## src/cac_pkg.sv

```systemverilog
// Purpose: constants for the charger control and status register bank
// Assumes: 8-bit registers reached over a byte-wide register port
// Notes:   field positions, offsets and reset values live here only
package cac_pkg;

    // ----------------------------------------------------------------
    // register offsets
    // ----------------------------------------------------------------
    localparam logic [7:0] CAC_CTRL_ADDR   = 8'h1b;
    localparam logic [7:0] CAC_STAT_ADDR   = 8'h1c;

    // ----------------------------------------------------------------
    // control register fields
    // ----------------------------------------------------------------
    localparam int CAC_CTRL_GO      = 7;
    localparam int CAC_CTRL_ADC_EN  = 6;
    localparam int CAC_CTRL_ADC_CON = 5;
    localparam int CAC_CTRL_CH_BV   = 4;
    localparam int CAC_CTRL_CH_TH   = 3;
    localparam int CAC_CTRL_CH_A    = 2;
    localparam int CAC_CTRL_CH_B    = 1;
    localparam int CAC_CTRL_IRQ     = 0;

    // ----------------------------------------------------------------
    // status register fields
    // ----------------------------------------------------------------
    localparam int CAC_ST_VIN     = 7;
    localparam int CAC_ST_FAULT   = 6;
    localparam int CAC_ST_TEMP    = 5;
    localparam int CAC_ST_TAPER   = 4;
    localparam int CAC_ST_NOBAT   = 3;
    localparam int CAC_ST_PRE     = 2;
    localparam int CAC_ST_CONST_CURRENT_TIMEOUT    = 1;
    localparam int CAC_ST_TOTAL_TIME_TIMEOUT    = 0;

    // ----------------------------------------------------------------
    // reset values
    // ----------------------------------------------------------------
    localparam logic [7:0] CAC_CTRL_RST = 8'h00;
    localparam logic [7:0] CAC_STAT_RST = 8'h00;
    localparam logic [3:0] CAC_CH_RST   = 4'h0;

    // ----------------------------------------------------------------
    // timing
    // ----------------------------------------------------------------
    localparam int CAC_CLK_MHZ        = 250;
    localparam int CAC_WAKE_TIME_S    = 8;
    localparam longint CAC_WAKE_CYCLES = longint'(CAC_WAKE_TIME_S) * 64'd1000000 * longint'(CAC_CLK_MHZ);
    localparam int CAC_CONV_CYCLES    = 16;

    // ----------------------------------------------------------------
    // adc sequencer states
    // ----------------------------------------------------------------
    typedef enum logic [1:0] {
        CAC_ADC_IDLE = 2'b00,
        CAC_ADC_PICK = 2'b01,
        CAC_ADC_CONV = 2'b10
    } cac_adc_state_t;

endpackage : cac_pkg

```

## src/cac_adc_seq.sv

```systemverilog
// Purpose: walks the enabled adc channels, one conversion at a time
// Assumes: the converter itself sits outside; this only sequences it
// Notes:   channel mask is latched at the start of each pass
`timescale 1ns/100ps
module cac_adc_seq
    import cac_pkg::*;
(
    // clock and reset
    input  wire logic       core_clk,
    input  wire logic       rst_n,
    // control
    input  wire logic       adc_en,
    input  wire logic       continuous,
    input  wire logic [3:0] chan_en,
    input  wire logic       conv_done,
    // converter side
    output logic            conv_start_ff,
    output logic [1:0]      conv_chan_ff,
    output logic            busy_ff
);

    cac_adc_state_t state_ff;
    logic [3:0]     mask_ff;
    logic [1:0]     idx_ff;
    logic           once_done_ff;

    // ----------------------------------------------------------------
    // helpers
    // ----------------------------------------------------------------
    function automatic logic [2:0] next_chan(input logic [3:0] m, input logic [1:0] from);
        logic [2:0] r;
        r = 3'h4;
        for (int i = 0; i < 4; i++) begin
            if (m[i] && (2'(i) >= from) && (r == 3'h4)) begin
                r = 3'(i);
            end
        end
        return r;
    endfunction

    logic [2:0] pick;
    assign pick = next_chan(mask_ff, idx_ff);

    // ----------------------------------------------------------------
    // sequencer
    // ----------------------------------------------------------------
    always_ff @(posedge core_clk) begin
        if (!rst_n) begin
            state_ff      <= CAC_ADC_IDLE;
            mask_ff       <= CAC_CH_RST;
            idx_ff        <= 2'h0;
            conv_start_ff <= 1'b0;
            conv_chan_ff  <= 2'h0;
            busy_ff       <= 1'b0;
            once_done_ff  <= 1'b0;
        end else begin
            conv_start_ff <= 1'b0;
            if (!adc_en) begin
                // clearing the enable stops at once, mid conversion too
                state_ff     <= CAC_ADC_IDLE;
                busy_ff      <= 1'b0;
                once_done_ff <= 1'b0;
            end else begin
                case (state_ff)
                    CAC_ADC_IDLE: begin
                        if (!once_done_ff || continuous) begin
                            // channels enabled later miss this pass
                            mask_ff  <= chan_en;
                            idx_ff   <= 2'h0;
                            busy_ff  <= 1'b1;
                            state_ff <= CAC_ADC_PICK;
                        end
                    end
                    CAC_ADC_PICK: begin
                        if (pick == 3'h4) begin
                            once_done_ff <= 1'b1;
                            busy_ff      <= 1'b0;
                            state_ff     <= CAC_ADC_IDLE;
                        end else begin
                            conv_chan_ff  <= pick[1:0];
                            conv_start_ff <= 1'b1;
                            state_ff      <= CAC_ADC_CONV;
                        end
                    end
                    CAC_ADC_CONV: begin
                        if (conv_done) begin
                            if (conv_chan_ff == 2'h3) begin
                                once_done_ff <= 1'b1;
                                busy_ff      <= 1'b0;
                                state_ff     <= CAC_ADC_IDLE;
                            end else begin
                                idx_ff   <= conv_chan_ff + 2'h1;
                                state_ff <= CAC_ADC_PICK;
                            end
                        end
                    end
                    default: begin
                        state_ff <= CAC_ADC_IDLE;
                    end
                endcase
            end
        end
    end

endmodule // cac_adc_seq

```

## src/cac_top.sv

```systemverilog
// Purpose: control and status registers of the charger with aux adc
// Assumes: serial interface decoded outside into a byte register port
// Notes:   charger analog loops and timers report as condition inputs
`timescale 1ns/100ps
module cac_top
    import cac_pkg::*;
#(
    parameter longint WAKE_CYCLES = CAC_WAKE_CYCLES
) (
    // clock and reset
    input  wire logic       core_clk,
    input  wire logic       rst_n,
    // register port
    input  wire logic [7:0] reg_addr,
    input  wire logic       reg_wr,
    input  wire logic       reg_rd,
    input  wire logic [7:0] reg_wdata,
    output logic [7:0]      reg_rdata_ff,
    // charger condition inputs, one-cycle pulses except the voltage, temperature and no-battery levels
    input  wire logic       charger_input_voltage,
    input  wire logic       temp_bad,
    input  wire logic       bat_above_nobat,
    input  wire logic       bat_below_low,
    input  wire logic       bat_above_high,
    input  wire logic       precharge_timeout,
    input  wire logic       precharge_phase_done,
    input  wire logic       cc_timeout,
    input  wire logic       cc_phase_done,
    input  wire logic       taper_done,
    input  wire logic       total_timeout,
    // charger and adc outputs, plus the adc done input
    output logic            irq_ff,
    output logic            charge_on_ff,
    output logic            adc_conv_start_ff,
    output logic [1:0]      adc_conv_chan_ff,
    output logic            adc_busy_ff,
    input  wire logic       adc_conv_done
);

    typedef enum logic [2:0] {
        CAC_CHG_OFF  = 3'b000,
        CAC_CHG_WAKE = 3'b001,
        CAC_CHG_PRE  = 3'b010,
        CAC_CHG_CC   = 3'b011,
        CAC_CHG_CV   = 3'b100,
        CAC_CHG_HALT = 3'b101
    } cac_chg_state_t;

    // ----------------------------------------------------------------
    // state
    // ----------------------------------------------------------------
    cac_chg_state_t chg_ff;
    logic           charge_go_ff;
    logic           adc_en_ff;
    logic           adc_cont_ff;
    logic [3:0]     chan_en_ff;
    logic           vin_ff;
    logic           vin_seen_ff;
    logic           battery_fault_ff;
    logic           temp_out_of_range_ff;
    logic           current_taper_done_ff;
    logic           no_battery_detected_ff;
    logic           const_current_timeout_ff;
    logic           total_time_timeout_ff;
    logic [35:0]    wake_cnt_ff;
    logic           irq_evt_ff;
    logic           irq_temp_ff;

    logic ctrl_wr;
    logic go_set;
    logic charging;
    logic fault_evt;
    logic done_evt;
    logic term_evt;
    logic wake_end;

    function automatic logic addr_hit(input logic [7:0] a, input logic [7:0] r);
        return a == r;
    endfunction

    assign ctrl_wr  = reg_wr && addr_hit(reg_addr, CAC_CTRL_ADDR);
    assign go_set   = ctrl_wr && reg_wdata[CAC_CTRL_GO] && !charge_go_ff;
    assign charging = (chg_ff == CAC_CHG_PRE) || (chg_ff == CAC_CHG_CC) || (chg_ff == CAC_CHG_CV);
    assign wake_end = (chg_ff == CAC_CHG_WAKE) && (wake_cnt_ff == 36'(WAKE_CYCLES - 1));

    // battery faults count while a charge cycle runs, and a low battery also at the end of wake
    assign fault_evt = (charging && (bat_below_low || bat_above_high))
                     || ((chg_ff == CAC_CHG_PRE) && precharge_timeout)
                     || ((chg_ff == CAC_CHG_CC) && cc_timeout)
                     || (wake_end && bat_below_low);
    assign done_evt  = (chg_ff == CAC_CHG_CV) && !temp_bad && (taper_done || total_timeout);
    assign term_evt  = fault_evt || done_evt;

    // ----------------------------------------------------------------
    // charger sequence
    // ----------------------------------------------------------------
    always_ff @(posedge core_clk) begin
        if (!rst_n) begin
            chg_ff      <= CAC_CHG_OFF;
            wake_cnt_ff <= 36'h0;
        end else if (!charge_go_ff) begin
            chg_ff      <= CAC_CHG_OFF;
            wake_cnt_ff <= 36'h0;
        end else begin
            case (chg_ff)
                CAC_CHG_OFF: begin
                    chg_ff      <= CAC_CHG_WAKE;
                    wake_cnt_ff <= 36'h0;
                end
                CAC_CHG_WAKE: begin
                    wake_cnt_ff <= wake_cnt_ff + 36'h1;
                    if (wake_end) begin
                        // no-battery halts but keeps the start bit up
                        chg_ff <= (bat_above_nobat || bat_below_low) ? CAC_CHG_HALT : CAC_CHG_PRE;
                    end
                end
                CAC_CHG_PRE: begin
                    if (!temp_bad && precharge_phase_done) begin
                        chg_ff <= CAC_CHG_CC;
                    end
                end
                CAC_CHG_CC: begin
                    if (!temp_bad && cc_phase_done) begin
                        chg_ff <= CAC_CHG_CV;
                    end
                end
                CAC_CHG_CV: begin
                    chg_ff <= chg_ff;
                end
                CAC_CHG_HALT: begin
                    chg_ff <= chg_ff;
                end
                default: begin
                    chg_ff <= CAC_CHG_OFF;
                end
            endcase
            if (term_evt) begin
                chg_ff <= CAC_CHG_HALT;
            end
        end
    end

    // ----------------------------------------------------------------
    // control register
    // ----------------------------------------------------------------
    always_ff @(posedge core_clk) begin
        if (!rst_n) begin
            charge_go_ff <= CAC_CTRL_RST[CAC_CTRL_GO];
            adc_en_ff    <= CAC_CTRL_RST[CAC_CTRL_ADC_EN];
            adc_cont_ff  <= CAC_CTRL_RST[CAC_CTRL_ADC_CON];
            chan_en_ff   <= CAC_CH_RST;
        end else begin
            if (ctrl_wr) begin
                charge_go_ff <= reg_wdata[CAC_CTRL_GO];
                adc_en_ff    <= reg_wdata[CAC_CTRL_ADC_EN];
                adc_cont_ff  <= reg_wdata[CAC_CTRL_ADC_CON];
                chan_en_ff   <= reg_wdata[CAC_CTRL_CH_BV:CAC_CTRL_CH_B];
            end
            // termination beats a same-cycle software write of one
            if (charge_go_ff && term_evt) begin
                charge_go_ff <= 1'b0;
            end
        end
    end

    // ----------------------------------------------------------------
    // status flags
    // ----------------------------------------------------------------
    always_ff @(posedge core_clk) begin
        if (!rst_n) begin
            vin_ff                   <= CAC_STAT_RST[CAC_ST_VIN];
            vin_seen_ff              <= 1'b0;
            battery_fault_ff         <= CAC_STAT_RST[CAC_ST_FAULT];
            temp_out_of_range_ff     <= CAC_STAT_RST[CAC_ST_TEMP];
            current_taper_done_ff    <= CAC_STAT_RST[CAC_ST_TAPER];
            no_battery_detected_ff   <= CAC_STAT_RST[CAC_ST_NOBAT];
            const_current_timeout_ff <= CAC_STAT_RST[CAC_ST_CONST_CURRENT_TIMEOUT];
            total_time_timeout_ff    <= CAC_STAT_RST[CAC_ST_TOTAL_TIME_TIMEOUT];
        end else begin
            vin_ff      <= charger_input_voltage;
            vin_seen_ff <= 1'b1;
            // a new start wipes the outcome of the previous cycle
            if (go_set) begin
                battery_fault_ff         <= 1'b0;
                current_taper_done_ff    <= 1'b0;
                no_battery_detected_ff   <= 1'b0;
                const_current_timeout_ff <= 1'b0;
                total_time_timeout_ff    <= 1'b0;
            end
            if (charge_go_ff && fault_evt) begin
                battery_fault_ff <= 1'b1;
            end
            if (charge_go_ff && (chg_ff == CAC_CHG_CC) && cc_timeout) begin
                const_current_timeout_ff <= 1'b1;
            end
            if (charge_go_ff && done_evt && total_timeout && !taper_done) begin
                total_time_timeout_ff <= 1'b1;
            end
            if (charge_go_ff && done_evt && taper_done) begin
                current_taper_done_ff <= 1'b1;
            end
            if (charge_go_ff && wake_end && bat_above_nobat) begin
                no_battery_detected_ff <= 1'b1;
            end
            temp_out_of_range_ff <= charge_go_ff && charging && temp_bad;
        end
    end

    // ----------------------------------------------------------------
    // interrupt
    // ----------------------------------------------------------------
    logic vin_edge;
    assign vin_edge = vin_seen_ff && (vin_ff != charger_input_voltage);

    always_ff @(posedge core_clk) begin
        if (!rst_n) begin
            irq_evt_ff  <= 1'b0;
            irq_temp_ff <= 1'b0;
        end else begin
            // already high: further events merge into it
            if (ctrl_wr && !reg_wdata[CAC_CTRL_IRQ]) begin
                irq_evt_ff <= 1'b0;
            end
            if (vin_edge || (charge_go_ff && term_evt)) begin
                irq_evt_ff <= 1'b1;
            end
            // temperature source ignores software clears
            irq_temp_ff <= charge_go_ff && charging && temp_bad;
        end
    end

    always_ff @(posedge core_clk) begin
        if (!rst_n) begin
            irq_ff       <= 1'b0;
            charge_on_ff <= 1'b0;
        end else begin
            irq_ff       <= irq_evt_ff || irq_temp_ff;
            // suspended while temperature is off, resumes by itself
            charge_on_ff <= charge_go_ff && charging && !temp_bad;
        end
    end

    // ----------------------------------------------------------------
    // read path
    // ----------------------------------------------------------------
    logic [7:0] ctrl_view;
    logic [7:0] stat_view;
    assign ctrl_view = {charge_go_ff, adc_en_ff, adc_cont_ff, chan_en_ff, irq_ff};
    assign stat_view = {vin_ff, battery_fault_ff, temp_out_of_range_ff, current_taper_done_ff,
                        no_battery_detected_ff, (chg_ff == CAC_CHG_PRE),
                        const_current_timeout_ff, total_time_timeout_ff};

    always_ff @(posedge core_clk) begin
        if (!rst_n) begin
            reg_rdata_ff <= 8'h00;
        end else if (reg_rd) begin
            // plain mux, reading changes nothing
            if (addr_hit(reg_addr, CAC_CTRL_ADDR)) begin
                reg_rdata_ff <= ctrl_view;
            end else if (addr_hit(reg_addr, CAC_STAT_ADDR)) begin
                reg_rdata_ff <= stat_view;
            end else begin
                reg_rdata_ff <= 8'h00;
            end
        end
    end

    // ----------------------------------------------------------------
    // adc sequencer
    // ----------------------------------------------------------------
    cac_adc_seq u_adc_seq (
        .core_clk      (core_clk),
        .rst_n         (rst_n),
        .adc_en        (adc_en_ff),
        .continuous    (adc_cont_ff),
        .chan_en       (chan_en_ff),
        .conv_done     (adc_conv_done),
        .conv_start_ff (adc_conv_start_ff),
        .conv_chan_ff  (adc_conv_chan_ff),
        .busy_ff       (adc_busy_ff)
    );

endmodule // cac_top

```

## config.mk

```make
export PLATFORM = sky130hd
export DESIGN_NAME = cac_top
export DESIGN_NICKNAME = d
export VERILOG_FILES = /design/src/cac_pkg.sv /design/src/cac_adc_seq.sv /design/src/cac_top.sv
export SDC_FILE = /design/constraint.sdc
export NUM_CORES = 1
export LEC_CHECK = 0
export BUFFER_PORTS_ARGS = -buffer_cell sky130_fd_sc_hd__buf_2
export CORE_MARGIN = 5
export CORE_UTILIZATION = 53
export DETAILED_ROUTE_END_ITERATION = 16
export PLACE_DENSITY = 0.76
export SLEW_MARGIN = 40
export SYNTH_ARGS = -nofsm -noshare
export SYNTH_HDL_FRONTEND = slang
export SYNTH_SLANG_ARGS = --single-unit
```

## constraint.sdc

```tcl
create_clock -name core_clk -period 2.1 [get_ports core_clk]
set_clock_uncertainty 0.15 [all_clocks]
set_input_delay 0.315 -clock core_clk [delete_from_list [all_inputs] [get_ports core_clk]]
set_output_delay 0.315 -clock core_clk [all_outputs]
set_load 0.01 [all_outputs]
```

### Yosys cells after proc, flatten, opt, wreduce, memory -nomap -nowiden

Cells that the tools add are included.

* flip-flop bits (word level): 78
* bits in latches: 0
* bits in writable memories: 0
* ROM bits: 0
* output and inout bits: 14
* word-level logic and storage cells: 182
* memories: 0

* $add $sub $neg: 2
* $mul: 0
* div/mod/pow operators: 0
* order comparisons: 4
* equality and inequality tests: 28
* shift operators: 0
* multiplexer cells: 41
* bitwise logic cells: 4
* reductions and logical operators: 77

Operators by type and width (count)
* one-hot mux 36 bit (2 select lines): 1
* adder 36 x 1 -> 36 bit (second input constant): 1
* == test 36 x 31 -> 1 bit (second input constant): 1
* logical AND 1 bit: 34
* 2-to-1 mux 3 bit: 9
* == test 3 bit (second input constant): 6
* 2-to-1 mux 1 bit: 18
* nonzero test 2 bit: 9
* == test 8 x 5 -> 1 bit (second input constant): 2
* 2-to-1 mux 8 bit: 2
* one-hot mux 3 bit (5 select lines): 1
* logical OR 1 bit: 12
* 2-to-1 mux 2 bit: 6
* != test 2 x 1 -> 1 bit (second input constant): 6
* AND reduction 4 bit: 3
* AND reduction 5 bit: 2
* AND reduction 3 bit: 3
* == test 3 x 2 -> 1 bit (second input constant): 2
* != test 2 bit (second input constant): 3
* != test 3 x 2 -> 1 bit (second input constant): 2
* one-hot mux 2 bit (3 select lines): 1
* AND reduction 2 bit: 3
* zero test 1 bit: 5
* == test 2 bit (second input constant): 2
* 16 further kinds: 22

### Logic depth before layout (Yosys ltp)

Gate-level depths: netlist of run 1.

* word-level depth: 15
* depth in mapped cells: 7
* mapped depth without buffers: 7

### Cells and area by module

From an unflattened synthesis of run 1, not the netlist that was laid out.

* cell total of the unflattened synthesis: 466
* area total of the unflattened synthesis: 3933.8 um2

Modules (own cells, without submodules)
* cac_top: times used 1, cells each 387, area each 3219.3 um2
* cac_adc_seq: times used 1, cells each 79, area each 714.4 um2

### Worst setup path after synthesis of run 1

OpenSTA, ideal clock, no wires.

* path type: register -> register
* from: reg chg_ff[0]
* to: reg charge_go_ff
* library setup time: 116 ps
* arrival time: 1986 ps
* required time: 1834 ps
* path slack: -152 ps
* cell stages (with the launch flop): 8
* buffers on the path: 2
* period minus slack after synthesis: 2252 ps
* path through: dfxtp_1 > buf_2 > or3b_1 > clkbuf_1 > nor4_1 > and4_1 > o31ai_1 > and3_1

* cells in the longest elaborated chain, start to end: 10
* elaborated cells on any way between the ends: 19
* classes of those cells: eq/ne: 4; reduce/logical: 15

RTL lines
* from (decl): line cac_top.sv:52 `cac_chg_state_t chg_ff;`
* from (signal assigned): line cac_top.sv:114 `chg_ff <= (bat_above_nobat || bat_below_low) ? CAC_CHG_HALT : CAC_CHG_PRE;`
* from (signal assigned): line cac_top.sv:128 `chg_ff <= chg_ff;`
* from (signal assigned): line cac_top.sv:131 `chg_ff <= chg_ff;`
* == test 3 x 2 -> 1 bit, on equally long branches: line cac_top.sv:83, cac_top.sv:88, cac_top.sv:89
* logical OR 1 bit (2 in a row): line cac_top.sv:83 `assign charging = (chg_ff == CAC_CHG_PRE) || (chg_ff == CAC_CHG_CC) || (chg_ff == CAC_CHG_CV);`
* logical AND 1 bit: line cac_top.sv:87 `assign fault_evt = (charging && (bat_below_low || bat_above_high))`
* logical OR 1 bit: line cac_top.sv:88 `|| ((chg_ff == CAC_CHG_PRE) && precharge_timeout)`
* logical OR 1 bit: line cac_top.sv:89 `|| ((chg_ff == CAC_CHG_CC) && cc_timeout)`
* logical OR 1 bit: line cac_top.sv:90 `|| (wake_end && bat_below_low);`
* logical OR 1 bit (*): line cac_top.sv:92 `assign term_evt = fault_evt || done_evt;`
* logical AND 1 bit (*): line cac_top.sv:160 `if (charge_go_ff && term_evt) begin`
* OR reduction 2 bit (no source line) (*)
* to (signal assigned): line cac_top.sv:148 `charge_go_ff <= CAC_CTRL_RST[CAC_CTRL_GO];`
* to (signal assigned): line cac_top.sv:154 `charge_go_ff <= reg_wdata[CAC_CTRL_GO];`
* to (decl): line cac_top.sv:53 `logic charge_go_ff;`

Every way passes the cells marked *; elsewhere a longest branch is shown, timed or not.
A chain may end at the register's enable or synchronous reset.

### Worst setup path after layout of run 1

* from: reg wake_cnt_ff[0]
* to: reg wake_cnt_ff[32]

* cells in the longest elaborated chain, start to end: 2

RTL lines
* from (decl): line cac_top.sv:65 `logic [35:0] wake_cnt_ff;`
* from (signal assigned): line cac_top.sv:111 `wake_cnt_ff <= wake_cnt_ff + 36'h1;`
* adder 36 x 1 -> 36 bit: line cac_top.sv:111
* one-hot mux 36 bit (2 select lines): line cac_top.sv:105 `case (chg_ff)`

No other way between the ends.

==> reports/results.ini, run 1 <==
[routing]
ant_nets = 0
drt_iter0_drc = 193
dr.pass1.iters = 5
routed_wl_mm = 10.67
wire_per_inst_um = 15.64
viasPerCell = 5.889
drc = 0
num_vias = 4016

[finish]
multiInputGateArea_um2 = 2384
nNetsFinal = 616
nFillCells = 586
drive_above_1_share_pct = 30.53
register_area_um2 = 1589
final_util_pct = 69.86
antenna_cells = 0
area_delta_synth_final_pct = 28.33

[floorplan]
initial_core_util_pct = 54.44
die_h_um = 96.32
rows = 31
io_pins = 46
die_w_um = 96.32
die_area_um2 = 9277
core_um2 = 7253

[sta]
period_minus_slack_ns = 2.138
fmaxAchievable_mhz = 467.8
hold-worst-slack_ns = 0.01568
worstMarginPinSlew_ns = 0.5428
slew_violations = 0
setup_tns_ns = -0.07633
setup_viol = 4
worst_slack_ns = -0.03751
finalHoldViolCount = 0
rsz0062_at_grt = true
slew_headroom_pct = 63.81
period_share_pct = 101.8

[logic_synthesis]
synth_top_area_share_pct = 39.54
synth-main-ff-cell = dfxtp_1
yosys.area.top_type = dfxtp_1
syn_area_per_cell_um2 = 8.227
ys_top_cells_by_area = dfxtp_1, nor2_1, a21oi_1
syn_area_um2 = 3949
synth-edff-count = 0
ys_types = 61
ys_seq_elements = 78
ys_warn_count = 0
syn_nets = 518
ys_async_sr_fraction_pct = 0
synth-seq-area-share_pct = 39.54
syn-instance-count = 480

[cts]
cts_made_buffers = 9
clk_pin_slew_ns = 0.09
clockBufferDepth = 2
cts.sinks = 78
cts_tree = built
root_buffer = clkbuf_8
clkLatencyLatePin_ns = 0.36
htreeDepth = 3

[grt]
grt_max_degree = 27
antenna_found_initial = 0
grt_pass1_vias = 3614
grt_pass1_wl_mm = 16.97
overflow = 0
track_usage_pct = 23.26

[flow_run]
maxCapViolCount = 0

[worst_hold_path]
hold_class = in2reg

[run_status]
status = finished, violations left
violations = setup timing

[critical_path]
startpoint_type = flip-flop
crit_fanout = 6
cp.required_ns = 2.22
end_kind = flip-flop
arrival_ns = 2.26
worst-setup-path-type = reg2reg

[placed_design]
dp_hpwl_mm = 7.558
port_buffers = 45
place_congestion = 0.8650

[power]
finalPower_uw = 2650
power.leakage_uw = 0.001895
p_per_area_nw_per_um2 = 523.0
max-vdd-ir-drop_uv = 399.9

==> sequential cells by signal, summed over array words and instances (netlist names), 2 cells and up <==
register / count
wake_cnt_ff: 36
u_adc_seq.state_ff: 2
u_adc_seq.idx_ff: 2
chg_ff: 3
reg_rdata_ff: 8
u_adc_seq.conv_chan_ff: 2
chan_en_ff: 4
u_adc_seq.mask_ff: 4
==> per-stage QoR <==
stage	instance area, µm²	std cells	setup WS (ns)
2_1_floorplan	4004	480	-0.03790
3_3_place_gp	4682	658	-0.1073
3_5_place_dp	4682	658	-0.1918
4_1_cts	4980	680	-0.05236
5_1_grt	5067	682	-0.09614
6_report	5067	682	-0.03751
==> path summary, 6_finish.rpt <==
kind                            cells after the start                    end             startpoint  slack, ns
worst min-delay path                                2           charge_on_ff               temp_bad       0.02
worst max register to register                      7        wake_cnt_ff[32]         wake_cnt_ff[0]      -0.04
worst min register to register                      2  total_time_timeout_ff  total_time_timeout_ff       0.31
worst max-delay path                                7        wake_cnt_ff[32]         wake_cnt_ff[0]      -0.04
==> worst max-delay path, stage by stage (launching register included) <==
cell and delay (ns):
dfxtp_4 0.39, ha_4 0.14, and3_4 0.21, nand3_4 0.08
or4_4 0.48, buf_6 0.15, or3_1 0.33, a21oi_1 0.13
==> placed cells by master (no fill, tap or decap), types with 8 or more instances in the layout <==
cell type	count
dfxtp_1	66
buf_4	61
nor2_1	55
buf_2	45
nand2_1	44
a21oi_1	34
nand3_1	24
o21ai_0	16
inv_1	13
a22oi_1	11
mux2_2	10
and3_1	9
nand4_1	9
mux2i_1	9
clkbuf_8	9
nor3_1	8
a211oi_1	8
==> routing by layer <==
metal / global-route usage [%] / up-vias / wire [µm]
met5: 0 / - / 0
met4: 6.776 / 0 / 189
met3: 5.082 / 21 / 558
met2: 38.64 / 116 / 5278
met1: 30.25 / 1907 / 4639
li1: - / 1972 / -
==> where the power goes <==
part	internal, µW	switching [µW]	total (µW)
clock network	446	621	1070
logic	43.6	50.2	93.8
registers	1480	5.75	1490
==> cell families after synthesis <==
logic type               Yosys count  share of synthesized area, %
AO/OA/AOI/OAI                    114                         18.92
XOR/XNOR                           4                        0.8874
adder cells (fa/ha/maj)            6                         1.901
buffers and inverters             38                         3.707
flip-flops                        78                         39.54
multiplexers                      19                         5.133
AND/OR/NAND/NOR                  221                         29.91
==> repair_timing <==
item | CTS | global route
hold endpoints to repair | 1 | 0
resized for setup | 18 | 21
pin swaps | 10 | 6
hold buffers | 1 | 0
setup buffers | 6 | 2
cloned | 0 | 0
endpoints found under the setup margin | 17 | 24
==> cells in the mapped netlist, drive strengths merged, types with 6 or more instances <==
cell type	n
dfxtp	78
nor2	55
nand2	45
a21oi	36
nand3	28
clkbuf	20
o21ai	18
inv	13
nor4	12
a22oi	11
nand4	11
and3	10
mux2	10
or4	10
mux2i	9
nor3	9
or3	9
a211oi	8
ha	6
o21a	6
==> final cells by class <==
type                            instances  area share (%)
Inverter                               14           1.037
Multi-Input combinational cell        364           47.04
Sequential cell                        78           31.36
Clock buffer                            9           2.444
Timing Repair Buffer                  111           14.57
Tap cell                               99           2.444
Clock inverter                          7           1.111
Power figures use the tool's default switching activity.
==> run 2, diff against run 1 <==
- TNS_END_PERCENT: not set -> 5
==> reports/results.ini, run 2 (synthesis gave the netlist of run 1 again) <==
[run_status]
status = finished, violations left
violations = setup timing

[cts]
root_buffer = clkbuf_8
cts_tree = built
clkLatencyLatePin_ns = 0.36  ; about the same
cts.sinks = 78  ; unchanged
clockBufferDepth = 2  ; unchanged
clk_pin_slew_ns = 0.08  ; about the same
htreeDepth = 3  ; unchanged
cts_made_buffers = 9  ; unchanged
cts_setup_buffers = 0  ; -6

[placed_design]
port_buffers = 45  ; unchanged
dp_hpwl_mm = 7.698  ; +1.9%
place_ws_ns = -0.1281  ; +0.06369 ns
place_congestion = 0.8758  ; +1.2%

[critical_path]
arrival_ns = 2.29  ; +0.03 ns
r2r_start = wake_cnt_ff[0]
rrSetupSlack_ns = -0.05  ; about the same
cp_slowest_cell = or4_4
cp_top_family = simple AND/OR/NAND/NOR gates
r2r-end = wake_cnt_ff[30]
startpoint_type = flip-flop
cp.buffers_inverters = 0  ; -1
cp.required_ns = 2.24  ; +0.02 ns
end_kind = flip-flop
worst_path_most_repeated_cell = or4_4
crit_fanout = 6  ; unchanged
reg2reg_depth = 6  ; -1
setup.worst_path.start = wake_cnt_ff[0]
worst-setup-path-type = reg2reg
worstPathCellList = ha_4, and3_4, nand3_4, or4_4, or4_4, a21oi_2
max_stage_delay_ns = 0.54  ; +0.06 ns

[power]
p_clk_share_pct = 41.5  ; +1.2 points
p_comb_share_pct = 3.5  ; about the same
power.leakage_uw = 0.001870  ; -1.3%
p_int_uw = 2082  ; +5.5%
swShare_pct = 23.14  ; -2.4 points
sequentialPowerShare_pct = 55.0  ; -1.2 points
max-vdd-ir-drop_uv = 493.1  ; +23%
p_switching_uw = 626.9  ; -7.5%
p_per_area_nw_per_um2 = 538.4  ; +3.0%

[finish]
nNetsFinal = 614  ; -0.32%
final_util_pct = 69.36  ; -0.50 points
largest_reg_flops = 36  ; unchanged
area_delta_synth_final_pct = 27.41
layout_common_cells = dfxtp_1, buf_4, nor2_1
largest-register = wake_cnt_ff
drive_above_1_share_pct = 29.95  ; -0.58 points
antenna_cells = 0  ; unchanged
final_common_cell = dfxtp_1
reg.largest.list = wake_cnt_ff (36), reg_rdata_ff (8)

[worst_hold_path]
min_from = temp_bad
hold-path-cell-count = 2  ; unchanged
hold_class = in2reg
min_to = charge_on_ff

[floorplan]
initial_core_util_pct = 54.44  ; unchanged
rows = 31  ; unchanged
core_um2 = 7253  ; unchanged
die_h_um = 96.32  ; unchanged
die_area_um2 = 9277  ; unchanged
io_pins = 46  ; unchanged
die_w_um = 96.32  ; unchanged

[sta]
setup_tns_ns = -0.07230  ; +0.004033 ns
worst_slack_ns = -0.04953  ; -0.01203 ns
period_minus_slack_ns = 2.150  ; +0.01203 ns
period_share_pct = 102.4  ; +0.57 points
rsz0062_at_grt = true
setup_viol = 3  ; -1
slew_violations = 0  ; unchanged
hold-worst-slack_ns = 0.01176  ; -0.003918 ns
fmaxAchievable_mhz = 465.2  ; -0.56%
finalHoldViolCount = 0  ; unchanged
slew_headroom_pct = 62.94  ; -0.88 points
worstMarginPinSlew_ns = 0.5560  ; +0.01317 ns

[routing]
routed_wl_mm = 10.75  ; +0.76%
num_vias = 4100  ; +2.1%
dr.pass1.iters = 5  ; unchanged
wire_per_inst_um = 15.80  ; +1.1%
drc = 0  ; unchanged
drt_iter0_drc = 240  ; +24%
viasPerCell = 6.029  ; +2.4%
ant_nets = 0  ; unchanged

[grt]
track_usage_pct = 23.08  ; -0.18 points
grt_max_degree = 20  ; -26%
grt_pass1_wl_mm = 16.84  ; -0.81%
antenna_found_initial = 0  ; unchanged
overflow = 0  ; unchanged
grt_pass1_vias = 3750  ; +3.8%

[flow_run]
maxCapViolCount = 0  ; unchanged

-- run 2: worst max-delay path by stage --
| stage | to | slack (ns) | depth (start not counted) |
|---|---|---|---|
| after floorplan | charge_go_ff | -0.04 | 7 |
| after global placement | wake_cnt_ff[30] | -0.1 | 6 |
| after detailed placement | wake_cnt_ff[30] | -0.13 | 6 |
| after CTS | wake_cnt_ff[30] | -0.05 | 6 |
| after global routing | wake_cnt_ff[30] | -0.10 | 6 |
| final | wake_cnt_ff[30] | -0.05 | 6 |
-- run 2: cell type report --
cell class	count	area [µm²]
clock inverters	7	71.32
inverters	14	52.55
multi-input cells	365	2377
well taps	99	123.9
flip-flops and latches	78	1582
repair buffers	108	700.7
fillers	587	2222
clock buffers	9	123.9
-- run 2: worst reg2reg max path, delay by kind of cell, from the launching register on --
family                     cells  cell delay, ns
AOI/OAI and AO/OA              1            0.12
and+or+nand+nor                4            1.28
DFF                            1            0.39
adders and majority gates      1            0.14
-- run 2: metrics by stage --
| step | cell area [µm²] | instances | power, µW |
|---|---|---|---|
| 2_1_floorplan | 3989 | 480 | 1571 |
| 3_3_place_gp | 4701 | 662 | 1622 |
| 3_5_place_dp | 4701 | 662 | 1625 |
| 4_1_cts | 4937 | 679 | 2736 |
| 5_1_grt | 5031 | 680 | 2813 |
| 6_report | 5031 | 680 | 2709 |
-- run 2: power groups by stage --
stage / combinational [µW] / clock, µW / sequential (µW)
after global routing: 107 / 1210 / 1490
after detailed placement: 94.6 / 0 / 1530
after floorplan: 36.9 / 0 / 1530
final: 95.9 / 1120 / 1490
after global placement: 91.7 / 0 / 1530
after CTS: 96.3 / 1140 / 1500
-- run 2: repair_timing --
| action | in CTS | in global routing |
|---|---|---|
| hold buffers | 1 | 0 |
| gates resized for setup | 7 | 22 |
| endpoints found under the setup margin | 17 | 22 |
| pin swaps | 2 | 6 |
| gates cloned | 0 | 1 |
| endpoints found under the hold margin | 1 | 0 |
-- run 2: layer usage --
layer | up-vias | GRT usage [%] | share of wire, %
li1 | 1976 | - | -
met5 | - | 0 | 0
met2 | 149 | 40.43 | 50
met1 | 1956 | 27.06 | 41
met4 | 0 | 8.762 | 1.8
met3 | 19 | 5.629 | 6.8
